**src/pkg/bpa_cfg.svh**
```systemverilog
`ifndef BPA_CFG_SVH
`define BPA_CFG_SVH

// register addresses on the request line (4-bit address field)
`define BPA_ADDR_NODE 4'h0
`define BPA_ADDR_CTRL 4'h1
`define BPA_ADDR_RSVD 4'h3
`define BPA_ADDR_PRIO 4'h4

// field positions and widths
`define BPA_NODE_W 6
`define BPA_PRIO_W 4
`define BPA_CTRL_INHIBIT_BIT 0
`define BPA_CTRL_RESET_BIT 1

// reset values
`define BPA_NODE_RST 6'h00
`define BPA_PRIO_RST 4'h0

// request frame lengths in bits, start and stop included
`define BPA_READ_LEN 5'h09
`define BPA_WRITE_LEN 5'h11
`define BPA_BUSREQ_LEN 5'h0B

// request type codes in the 3-bit type field
`define BPA_REQ_READ 3'h1
`define BPA_REQ_WRITE 3'h5

// arbitration bit period and bus reset length
`define BPA_CLK_NS 5
`define BPA_ARB_BIT_NS 20
`define BPA_ARB_BIT_CYC (`BPA_ARB_BIT_NS / `BPA_CLK_NS)
`define BPA_RESET_NS 200
`define BPA_RESET_CYC (`BPA_RESET_NS / `BPA_CLK_NS)

// ds encoder: one symbol every two clocks keeps toggling at half the bit rate
`define BPA_DS_DIV 2

`endif

```
**src/pkg/bpa_pkg.sv**
```systemverilog
package bpa_pkg;
  typedef enum logic [1:0] {
    BPA_REQ_IDLE,
    BPA_REQ_SHIFT
  } bpa_req_state_t;
  typedef enum logic [1:0] {
    BPA_ARB_IDLE,
    BPA_ARB_RUN,
    BPA_ARB_WON,
    BPA_ARB_LOST
  } bpa_arb_state_t;
  typedef logic [3:0] bpa_prio_t;
  typedef logic [5:0] bpa_node_t;
endpackage

```
**src/design/bpa_arbiter.sv**
```systemverilog
`timescale 1ns/100ps
`include "bpa_cfg.svh"

module bpa_arbiter (
  input wire logic sys_clk_in,
  input wire logic rst_n_in,
  input wire logic start_in,
  input wire bpa_pkg::bpa_prio_t prio_in,
  input wire bpa_pkg::bpa_node_t node_in,
  input wire logic bus_sense_in,
  output logic drive_out,
  output logic busy_out,
  output logic won_out,
  output logic lost_out
);
  import bpa_pkg::*;

  localparam int BITS = `BPA_PRIO_W + `BPA_NODE_W;

  bpa_arb_state_t state;
  logic [BITS-1:0] code;
  logic [3:0] bit_cnt;
  logic [7:0] per_cnt;

  wire period_end = (per_cnt == 8'(`BPA_ARB_BIT_CYC - 1));
  wire my_bit = code[BITS-1];
  wire last_bit = (bit_cnt == 4'(BITS - 1));
  wire mismatch = (bus_sense_in != my_bit);

  // drive 1 asserts the wired-or line, 0 releases it
  assign drive_out = (state == BPA_ARB_RUN) && my_bit;
  assign busy_out = (state == BPA_ARB_RUN);
  assign won_out = (state == BPA_ARB_WON);
  assign lost_out = (state == BPA_ARB_LOST);

  // ************************************************************
  // bit-serial contention: priority then node number, msb first
  // ************************************************************
  always_ff @(posedge sys_clk_in or negedge rst_n_in) begin
    if (!rst_n_in) begin
      state <= BPA_ARB_IDLE;
      code <= '0;
      bit_cnt <= 4'h0;
      per_cnt <= 8'h00;
    end else begin
      case (state)
        BPA_ARB_IDLE, BPA_ARB_WON, BPA_ARB_LOST: begin
          if (start_in) begin
            state <= BPA_ARB_RUN;
            code <= {prio_in, node_in};
            bit_cnt <= 4'h0;
            per_cnt <= 8'h00;
          end
        end
        BPA_ARB_RUN: begin
          per_cnt <= period_end ? 8'h00 : per_cnt + 8'h01;
          if (period_end) begin
            if (mismatch) begin
              state <= BPA_ARB_LOST;
            end else if (my_bit || last_bit) begin
              state <= BPA_ARB_WON;
            end else begin
              code <= {code[BITS-2:0], 1'b0};
              bit_cnt <= bit_cnt + 4'h1;
            end
          end
        end
        default: state <= BPA_ARB_IDLE;
      endcase
    end
  end

  // once out of contention the line is left released
  drop_out_a: assert property (@(posedge sys_clk_in) disable iff (!rst_n_in)
    (busy_out && period_end && mismatch) |=> (!drive_out && !busy_out)) else $error("driving after loss");
  win_readback_a: assert property (@(posedge sys_clk_in) disable iff (!rst_n_in)
    (busy_out && period_end && my_bit && bus_sense_in) |=> won_out)
    else $error("first 1 read back did not win");
  mismatch_lose_a: assert property (@(posedge sys_clk_in) disable iff (!rst_n_in)
    (busy_out && period_end && mismatch) |=> lost_out) else $error("mismatch ignored");
  first_bit_a: assert property (@(posedge sys_clk_in) disable iff (!rst_n_in)
    (!busy_out && start_in) |=> (drive_out == $past(prio_in[3])))
    else $error("priority msb not sent first");
endmodule

```
**src/design/bpa_phy_regs.sv**
```systemverilog
`timescale 1ns/100ps
`include "bpa_cfg.svh"

// What this block does
// - six-bit node address register, read/write, zero after reset
// - driver inhibit bit switches off transmit data and strobe drivers
// - link sets bus reset request; block clears it when reset completes
// - four-bit priority register; larger value wins arbitration
// - node at 0, inhibit/reset at 1 bits 0-1, priority at 4
// - output 1 asserts backplane, 0 releases it; wired-or combining
// - arbitration sends priority code then node number, one bit per period
// - sample bus each period; mismatch withdraws and stops driving
// - first node to drive and read back a 1 wins
// - data and strobe toggle no faster than half the bit rate
// - priority select pin takes priority from the four priority pins
// - requests on link line: read 9 bits, write 17, start 1, stop 0
module bpa_phy_regs (
  input wire logic sys_clk_in,
  input wire logic rst_n_in,
  input wire logic link_request_line_in,
  output logic read_valid_out,
  output logic [3:0] read_addr_out,
  output logic [7:0] read_data_out,
  input wire logic pin_priority_select_in,
  input wire logic [3:0] pin_priority_value_in,
  input wire logic tx_valid_in,
  input wire logic tx_bit_in,
  input wire logic bus_sense_in,
  output logic bus_drive_out,
  output logic tx_serial_data_out,
  output logic tx_serial_strobe_out,
  output logic tx_driver_en_out,
  output logic bus_reset_active_out,
  output logic arb_busy_out,
  output logic arb_won_out,
  output logic arb_lost_out
);
  import bpa_pkg::*;

  // ************************************************************
  // reset release and input synchronisers
  // ************************************************************
  logic rst_meta, rst_sync;
  logic link_request_line_meta, link_request_line_sync;
  logic psel_meta, psel_sync;
  logic [3:0] pval_meta, pval_sync;
  logic sense_meta, sense_sync;

  // reset leaves through two flops so every register wakes on the same edge
  // the raw reset still asserts at once, without waiting for a clock
  always_ff @(posedge sys_clk_in or negedge rst_n_in) begin
    if (!rst_n_in) begin
      rst_meta <= 1'b0;
      rst_sync <= 1'b0;
    end else begin
      rst_meta <= 1'b1;
      rst_sync <= rst_meta;
    end
  end

  // request line, priority pins and bus sense pass two flops before use
  always_ff @(posedge sys_clk_in or negedge rst_sync) begin
    if (!rst_sync) begin
      link_request_line_meta <= 1'b0;
      link_request_line_sync <= 1'b0;
      psel_meta <= 1'b0;
      psel_sync <= 1'b0;
      pval_meta <= 4'h0;
      pval_sync <= 4'h0;
      sense_meta <= 1'b0;
      sense_sync <= 1'b0;
    end else begin
      link_request_line_meta <= link_request_line_in;
      link_request_line_sync <= link_request_line_meta;
      psel_meta <= pin_priority_select_in;
      psel_sync <= psel_meta;
      pval_meta <= pin_priority_value_in;
      pval_sync <= pval_meta;
      sense_meta <= bus_sense_in;
      sense_sync <= sense_meta;
    end
  end

  // ************************************************************
  // serial request receiver on the link request line
  // ************************************************************
  bpa_req_state_t req_state;
  logic [15:0] req_shift;
  logic [4:0] req_cnt;
  logic [4:0] req_len;

  // type field sits right after the start bit; shift holds bits msb first
  wire [2:0] req_type = req_shift[2:0];
  wire [4:0] next_req_cnt = req_cnt + 5'h01;
  wire type_known = (req_cnt == 5'h04);
  wire frame_end = (req_state == BPA_REQ_SHIFT) && (next_req_cnt == req_len);
  wire stop_ok = frame_end && !link_request_line_sync;
  wire is_write = (req_len == `BPA_WRITE_LEN);
  wire is_read = (req_len == `BPA_READ_LEN);
  // read: start,type[3],addr[4],stop; write adds data[8]
  wire [3:0] rd_addr = req_shift[3:0];
  wire [3:0] wr_addr = req_shift[11:8];
  wire [7:0] wr_data = req_shift[7:0];

  // frame receiver: the length is fixed once the three type bits are in
  // a stop bit that reads 1 drops the whole frame: no write, no read, no arbitration
  // unknown type codes are taken as bus requests
  always_ff @(posedge sys_clk_in or negedge rst_sync) begin
    if (!rst_sync) begin
      req_state <= BPA_REQ_IDLE;
      req_shift <= 16'h0000;
      req_cnt <= 5'h00;
      req_len <= `BPA_BUSREQ_LEN;
    end else begin
      case (req_state)
        BPA_REQ_IDLE: begin
          if (link_request_line_sync) begin // start bit
            req_state <= BPA_REQ_SHIFT;
            req_cnt <= 5'h01;
            req_shift <= 16'h0000;
            req_len <= `BPA_BUSREQ_LEN;
          end
        end
        BPA_REQ_SHIFT: begin
          req_cnt <= next_req_cnt;
          if (frame_end) begin
            req_state <= BPA_REQ_IDLE;
          end else begin
            req_shift <= {req_shift[14:0], link_request_line_sync};
          end
          if (type_known) begin
            req_len <= (req_type == `BPA_REQ_READ) ? `BPA_READ_LEN :
                       (req_type == `BPA_REQ_WRITE) ? `BPA_WRITE_LEN : `BPA_BUSREQ_LEN;
          end
        end
        default: req_state <= BPA_REQ_IDLE;
      endcase
    end
  end

  wire wr_stb = stop_ok && is_write;
  wire rd_stb = stop_ok && is_read;

  // ************************************************************
  // register file
  // ************************************************************
  bpa_node_t node_address;
  logic driver_inhibit;
  logic bus_reset_request;
  bpa_prio_t node_priority;
  logic [7:0] reset_cnt;

  wire wr_node = wr_stb && (wr_addr == `BPA_ADDR_NODE);
  wire wr_ctrl = wr_stb && (wr_addr == `BPA_ADDR_CTRL);
  wire wr_prio = wr_stb && (wr_addr == `BPA_ADDR_PRIO);
  wire reset_done = bus_reset_request && (reset_cnt == 8'(`BPA_RESET_CYC - 1));
  // a new request written as reset finishes wins over the self-clear
  wire next_reset_req = (wr_ctrl && wr_data[`BPA_CTRL_RESET_BIT]) ? 1'b1 :
                        reset_done ? 1'b0 : bus_reset_request;

  // register writes land on the stop-bit sample, so a cut frame changes nothing
  // data bits outside a field are dropped here, which keeps reserved bits at zero
  // reset_cnt runs only while a bus reset is pending and restarts from zero
  always_ff @(posedge sys_clk_in or negedge rst_sync) begin
    if (!rst_sync) begin
      node_address <= `BPA_NODE_RST;
      driver_inhibit <= 1'b0;
      bus_reset_request <= 1'b0;
      node_priority <= `BPA_PRIO_RST;
      reset_cnt <= 8'h00;
    end else begin
      if (wr_node) node_address <= wr_data[5:0];
      if (wr_ctrl) driver_inhibit <= wr_data[`BPA_CTRL_INHIBIT_BIT];
      if (wr_prio) node_priority <= wr_data[3:0];
      bus_reset_request <= next_reset_req;
      reset_cnt <= (bus_reset_request && !reset_done) ? reset_cnt + 8'h01 : 8'h00;
    end
  end

  // read mux; reserved bits and addresses return zero
  wire [7:0] rd_word = (rd_addr == `BPA_ADDR_NODE) ? {2'b00, node_address} :
                       (rd_addr == `BPA_ADDR_CTRL) ? {6'h00, bus_reset_request, driver_inhibit} :
                       (rd_addr == `BPA_ADDR_PRIO) ? {4'h0, node_priority} : 8'h00;

  // read answer: one-cycle valid pulse, address and data held until the next read
  always_ff @(posedge sys_clk_in or negedge rst_sync) begin
    if (!rst_sync) begin
      read_valid_out <= 1'b0;
      read_addr_out <= 4'h0;
      read_data_out <= 8'h00;
    end else begin
      read_valid_out <= rd_stb;
      if (rd_stb) begin
        read_addr_out <= rd_addr;
        read_data_out <= rd_word;
      end
    end
  end

  // ************************************************************
  // arbitration
  // ************************************************************
  // pin priority comes through the synchronisers, so a pin change counts two clocks late
  // a bus request that arrives while contention runs is ignored by the arbiter
  wire [3:0] eff_prio = psel_sync ? pval_sync : node_priority;
  wire arb_start = stop_ok && !is_read && !is_write;

  bpa_arbiter u_arb (
    .sys_clk_in(sys_clk_in),
    .rst_n_in(rst_sync),
    .start_in(arb_start),
    .prio_in(eff_prio),
    .node_in(node_address),
    .bus_sense_in(sense_sync),
    .drive_out(bus_drive_out),
    .busy_out(arb_busy_out),
    .won_out(arb_won_out),
    .lost_out(arb_lost_out)
  );

  // ************************************************************
  // data-strobe encoder
  // ************************************************************
  logic ds_phase;
  logic ds_data, ds_strobe;

  // a bit offered on the wrong phase is not taken; the source holds it two clocks
  // one symbol per two clocks; strobe flips only when data does not
  always_ff @(posedge sys_clk_in or negedge rst_sync) begin
    if (!rst_sync) begin
      ds_phase <= 1'b0;
      ds_data <= 1'b0;
      ds_strobe <= 1'b0;
    end else begin
      ds_phase <= ~ds_phase;
      if (ds_phase && tx_valid_in) begin
        ds_data <= tx_bit_in;
        if (tx_bit_in == ds_data) ds_strobe <= ~ds_strobe;
      end
    end
  end

  assign tx_serial_data_out = ds_data;
  assign tx_serial_strobe_out = ds_strobe;
  assign tx_driver_en_out = !driver_inhibit;
  assign bus_reset_active_out = bus_reset_request;

  // ************************************************************
  // register, encoder and priority checks
  // ************************************************************
  node_reset_a: assert property (@(posedge sys_clk_in) disable iff (!rst_sync)
    $rose(rst_sync) |-> (node_address == 6'h00)) else $error("node address not zero");
  node_write_a: assert property (@(posedge sys_clk_in) disable iff (!rst_sync)
    wr_node |=> (node_address == $past(wr_data[5:0]))) else $error("node address not written");
  inhibit_off_a: assert property (@(posedge sys_clk_in) disable iff (!rst_sync)
    (wr_ctrl && wr_data[`BPA_CTRL_INHIBIT_BIT]) |=> !tx_driver_en_out)
    else $error("drivers on while inhibited");
  inhibit_clear_a: assert property (@(posedge sys_clk_in) disable iff (!rst_sync)
    (wr_ctrl && !wr_data[`BPA_CTRL_INHIBIT_BIT]) |=> tx_driver_en_out)
    else $error("drivers off while enabled");
  reset_clear_a: assert property (@(posedge sys_clk_in) disable iff (!rst_sync)
    (reset_done && !wr_ctrl) |=> !bus_reset_request) else $error("reset request stuck");
  reset_len_a: assert property (@(posedge sys_clk_in) disable iff (!rst_sync)
    $rose(bus_reset_request) |-> ##39 reset_done) else $error("bus reset length wrong");
  prio_write_a: assert property (@(posedge sys_clk_in) disable iff (!rst_sync)
    wr_prio |=> (node_priority == $past(wr_data[3:0]))) else $error("priority not written");
  reg_prio_a: assert property (@(posedge sys_clk_in) disable iff (!rst_sync)
    (arb_start && !arb_busy_out && !psel_sync) |=> (bus_drive_out == $past(node_priority[3])))
    else $error("register priority not sent");
  node_read_a: assert property (@(posedge sys_clk_in) disable iff (!rst_sync)
    (rd_stb && rd_addr == `BPA_ADDR_NODE) |=> (read_data_out == {2'b00, $past(node_address)}))
    else $error("node address read wrong");
  ds_rate_a: assert property (@(posedge sys_clk_in) disable iff (!rst_sync)
    $changed(tx_serial_data_out) |=> $stable(tx_serial_data_out)) else $error("data too fast");
  ds_strobe_a: assert property (@(posedge sys_clk_in) disable iff (!rst_sync)
    $changed(tx_serial_strobe_out) |=> $stable(tx_serial_strobe_out)) else $error("strobe too fast");
  ds_one_a: assert property (@(posedge sys_clk_in) disable iff (!rst_sync)
    $changed(tx_serial_strobe_out) |-> $stable(tx_serial_data_out)) else $error("data and strobe moved together");
  pin_prio_a: assert property (@(posedge sys_clk_in) disable iff (!rst_sync)
    (arb_start && !arb_busy_out && psel_sync) |=> (bus_drive_out == $past(pval_sync[3])))
    else $error("pin priority ignored");
  start_busy_a: assert property (@(posedge sys_clk_in) disable iff (!rst_sync)
    (arb_start && !arb_busy_out) |=> arb_busy_out) else $error("bus request did not start arbitration");
  rsvd_read_a: assert property (@(posedge sys_clk_in) disable iff (!rst_sync)
    (rd_stb && rd_addr == `BPA_ADDR_RSVD) |=> (read_data_out == 8'h00))
    else $error("reserved not zero");
  rsvd_write_a: assert property (@(posedge sys_clk_in) disable iff (!rst_sync)
    (wr_stb && wr_addr == `BPA_ADDR_RSVD) |=> ($stable(node_address) && $stable(node_priority)))
    else $error("reserved write took effect");

  // ************************************************************
  // request receiver checks
  // ************************************************************
  read_len_a: assert property (@(posedge sys_clk_in) disable iff (!rst_sync)
    rd_stb |-> (req_cnt == 5'h08)) else $error("read frame length wrong");
  write_len_a: assert property (@(posedge sys_clk_in) disable iff (!rst_sync)
    wr_stb |-> (req_cnt == 5'h10)) else $error("write frame length wrong");
  bad_stop_a: assert property (@(posedge sys_clk_in) disable iff (!rst_sync)
    (frame_end && link_request_line_sync) |=> (!read_valid_out && $stable(node_address) && $stable(node_priority)))
    else $error("frame with bad stop bit acted on");
  read_pulse_a: assert property (@(posedge sys_clk_in) disable iff (!rst_sync)
    read_valid_out |=> !read_valid_out) else $error("read valid longer than one cycle");
  read_addr_a: assert property (@(posedge sys_clk_in) disable iff (!rst_sync)
    rd_stb |=> (read_addr_out == $past(rd_addr))) else $error("read address not returned");
endmodule

```
**config.mk**
```make
export PLATFORM = sky130hd
export DESIGN_NAME = bpa_phy_regs
export DESIGN_NICKNAME = d
export VERILOG_FILES = /design/src/pkg/bpa_pkg.sv /design/src/design/bpa_arbiter.sv /design/src/design/bpa_phy_regs.sv
export VERILOG_INCLUDE_DIRS = /design/src /design/src/pkg
export SDC_FILE = /design/constraint.sdc
export NUM_CORES = 1
export LEC_CHECK = 0
export ABC_AREA = 1
export BUFFER_PORTS_ARGS = -buffer_cell sky130_fd_sc_hd__buf_2
export CAP_MARGIN = 30
export CORE_ASPECT_RATIO = 0.8
export CORE_MARGIN = 3
export CORE_UTILIZATION = 45
export CTS_BUF_LIST = sky130_fd_sc_hd__clkbuf_2 sky130_fd_sc_hd__clkbuf_4 sky130_fd_sc_hd__clkbuf_8
export DETAILED_ROUTE_END_ITERATION = 8
export PLACE_DENSITY = 0.67
export SETUP_SLACK_MARGIN = 0.5
export SLEW_MARGIN = 0
export SYNTH_ARGS = -nofsm -noshare
export SYNTH_HDL_FRONTEND = slang
export SYNTH_SLANG_ARGS = --single-unit
```
**constraint.sdc**
```tcl
create_clock -name sys_clk_in -period 7.2 [get_ports sys_clk_in]
set_clock_uncertainty 0.2 [all_clocks]
set_input_delay 0 -clock sys_clk_in [delete_from_list [all_inputs] [get_ports sys_clk_in]]
set_output_delay 0 -clock sys_clk_in [all_outputs]
set_load 0.02 [all_outputs]
```
==> metrics <==
Critical-path top delay cell nand2_1; most used cell, CP nand2_1; Core Footprint a little over 9000 µm²; asr flop ratio synth between 90% and 100%; clk_lat worst skew 370 ps; final hold slack between 60 and 70 ps; ant diodes 0; max-slew violations 0; minimum clock period between 3000 and 4000 ps; Reg clk slew, reported paths about 90 ps; outcome completed; initial antenna violation count 0; Initial Util 46.94%; Via-to-Cell Ratio slightly above 5; most common cell after layout, fill and taps aside nand2_1; crit-path cells inv_1 -> ha_1 -> inv_1 -> nand2_1 -> nand3_1 -> nor2_2 -> nand2_1 -> nor2_1 -> nand4_1 -> nand2_1 -> nand2_1 -> nand2_1 -> nand2_1; final net count ~550; total number of vias around 3400; CP Class reg -> reg; startpoint type of the worst setup path flop; largest net degree at the start of global routing 70; Critical Path AT about 3200 ps; Seq/Total Area, Yosys 55.15%; RSZ-0062 raised after global routing false; Die Y-Extent between 90 and 100 µm; Worst Path Max Fanout 20; maximum VDD drop 0.1539 mV; DR iter-0 viols about 250; # IOs 32; Routed Antenna Nets 0; Total GRT Usage around 17%; CP delay by family, top simple AND/OR/NAND/NOR gates; area delta synth->final 13.22%; sequential power share 46.9%; final setup violation count 0; CTS buffer count 9; DR DRC count 0; die area between 10000 and 15000 µm²; CP max stage delay 550 ps; H-tree levels 3; WP data required between 7000 and 8000 ps; Tcrit/Tclk final a little over two fifths; Worst-Margin Slew approximately 850 ps; Max Buffers Root-to-Sink 2; Final Total Pwr approximately 1.6 mW; Row Count 31; Die Span X around 120 µm; Synth cell types 34; port bufs 29; Pwr Density around 330 nW/µm²; Post-DP HPWL roughly 5900 µm; relative slew slack a little over two fifths; Pleak 2.450 nW; Sink Count 95; mean area per synthesized cell 8.736 µm²; vias in the first global route roughly 3200; Routed WL per cell 12.82 µm; Post-synth top flop dfrtp_1; Max-Cap Viols 0; gate count of the mapped netlist 494; Int Pwr about 0.96 mW; commonest cells after routing, fill and taps aside 120 x nand2_1, 92 x dfrtp_1, 60 x inv_1; CTS tree yes; EDFF count, synth 0; number of synthesized register bits 95; Net Sw Power 0.6370 mW; Setup crit end kind flop; Pre-antenna DRT Iters 5; setup_tns 0 ps; post_cts resized 0; FILL cells 832; Comb pwr share 31.9%; WP buf/inv 2; maximum clock frequency 0.3220 GHz; drt total wl 8411 µm; CTS root buf clkbuf_8; global placement routability congestion about 0.88; sw frac 39.94%; global-route wire length before repair between 10000 and 15000 µm; GR Overflow Total 0; Final Hold Vio Count 0; worst hold-check path type reg -> async; Ys Warns 0; share of post-route cells with drive strength above 1 about an eighth; Cell Area, Synth 4315 µm²; clock share of power a little over a fifth
final cells by class:
type	instances	area (µm²)	share of cell area, %
Sequential cell	95	2384	48.78
Multi-Input combinational cell	323	1613	33.01
Timing Repair Buffer	46	325.3	6.658
Inverter	61	229.0	4.686
Clock buffer	12	165.2	3.380
Tap cell	115	143.9	2.945
Clock inverter	4	26.28	0.5378
worst register-to-register path, cell delays in order, from the launching register on:
cell	delay, ps
dfrtp_1	470
inv_1	80
ha_1	300
inv_1	50
nand2_1	50
nand3_1	80
nor2_2	120
nand2_1	70
nor2_1	80
nand4_1	240
nand2_1	550
nand2_1	470
nand2_1	160
nand2_1	70
stage by stage:
stage | util [%] | area [µm²] | setup slack [ps] | std cells
2_1_floorplan | - | 4319 | 4161 | 495
3_3_place_gp | 49.27 | 4529 | 4136 | 625
3_5_place_dp | 49.65 | 4564 | 4062 | 627
4_1_cts | 53.15 | 4886 | 4062 | 656
5_1_grt | 53.15 | 4886 | 3719 | 656
6_report | 53.15 | 4886 | 4094 | 656
layer usage:
metal | share of wire [%] | GRT usage (%) | up-vias
li1 | - | - | 1695
met1 | 52 | 24.54 | 1584
met2 | 43 | 25.29 | 66
met3 | 4.3 | 4.398 | 9
met4 | 1.2 | 6.061 | 0
met5 | 0 | 0 | -
worst paths after layout:
check,end,slack (ps),cells past startpoint,from
hold / removal,req_len[1],70,0,rst_sync
max in group asynchronous,req_cnt[0],5870,1,rst_sync
setup reg to reg,u_arb.code[5],4090,13,req_cnt[0]
min in group sys_clk_in,sense_meta,70,2,bus_sense_in
setup / recovery,u_arb.code[5],4090,13,req_cnt[0]
hold reg to reg,req_len[1],70,0,rst_sync
power groups by stage:
stage | combinational (mW) | clock, mW | sequential (mW)
floorplan | 0.397 | 0 | 0.740
global placement | 0.491 | 0 | 0.752
detailed placement | 0.505 | 0 | 0.758
CTS | 0.514 | 0.349 | 0.747
global route | 0.587 | 0.372 | 0.766
finish | 0.509 | 0.337 | 0.748
cell usage after synthesis (all sizes together) (4+ instances only):
master  instances  area (µm²)
nand2         121       461.7
ha              6       75.07
clkbuf          5       18.77
a21oi          12       60.06
nor3            8       51.30
nor2           34       140.1
buf            11       78.82
nand4          17       106.4
o21ai          44       250.2
o22ai           4       25.02
dfrtp          93        2327
nand3          56       285.3
inv            61       229.0
timing repair:
item,in CTS,in global routing
buffers inserted,0,0
hold buffers,13,0
hold endpoints to repair,21,0
kinds of logic (layout without fill, tap and decap cells):
kind of cell | after synthesis | count (layout) | share of synthesized area [%]
xor+xnor | 5 | 5 | 1.015
flops | 95 | 95 | 55.15
fa+ha+maj | 6 | 6 | 1.740
other cells | 2 | 3 | 0.1740
simple gates | 243 | 243 | 25.31
compound gates | 66 | 66 | 9.046
buf+inv | 77 | 123 | 7.567
registers in the layout (all words and copies together), names as in the netlist, 2 cells and up:
name	flops
req_len	3
u_arb.state	2
read_data_out	6
node_priority	4
req_cnt	5
pval_sync	4
req_shift	12
pval_meta	4
u_arb.bit_cnt	4
u_arb.per_cnt	8
read_addr_out	4
u_arb.code	10
node_address	6
reset_cnt	8
No activity file was read; power rests on OpenSTA's default activity.
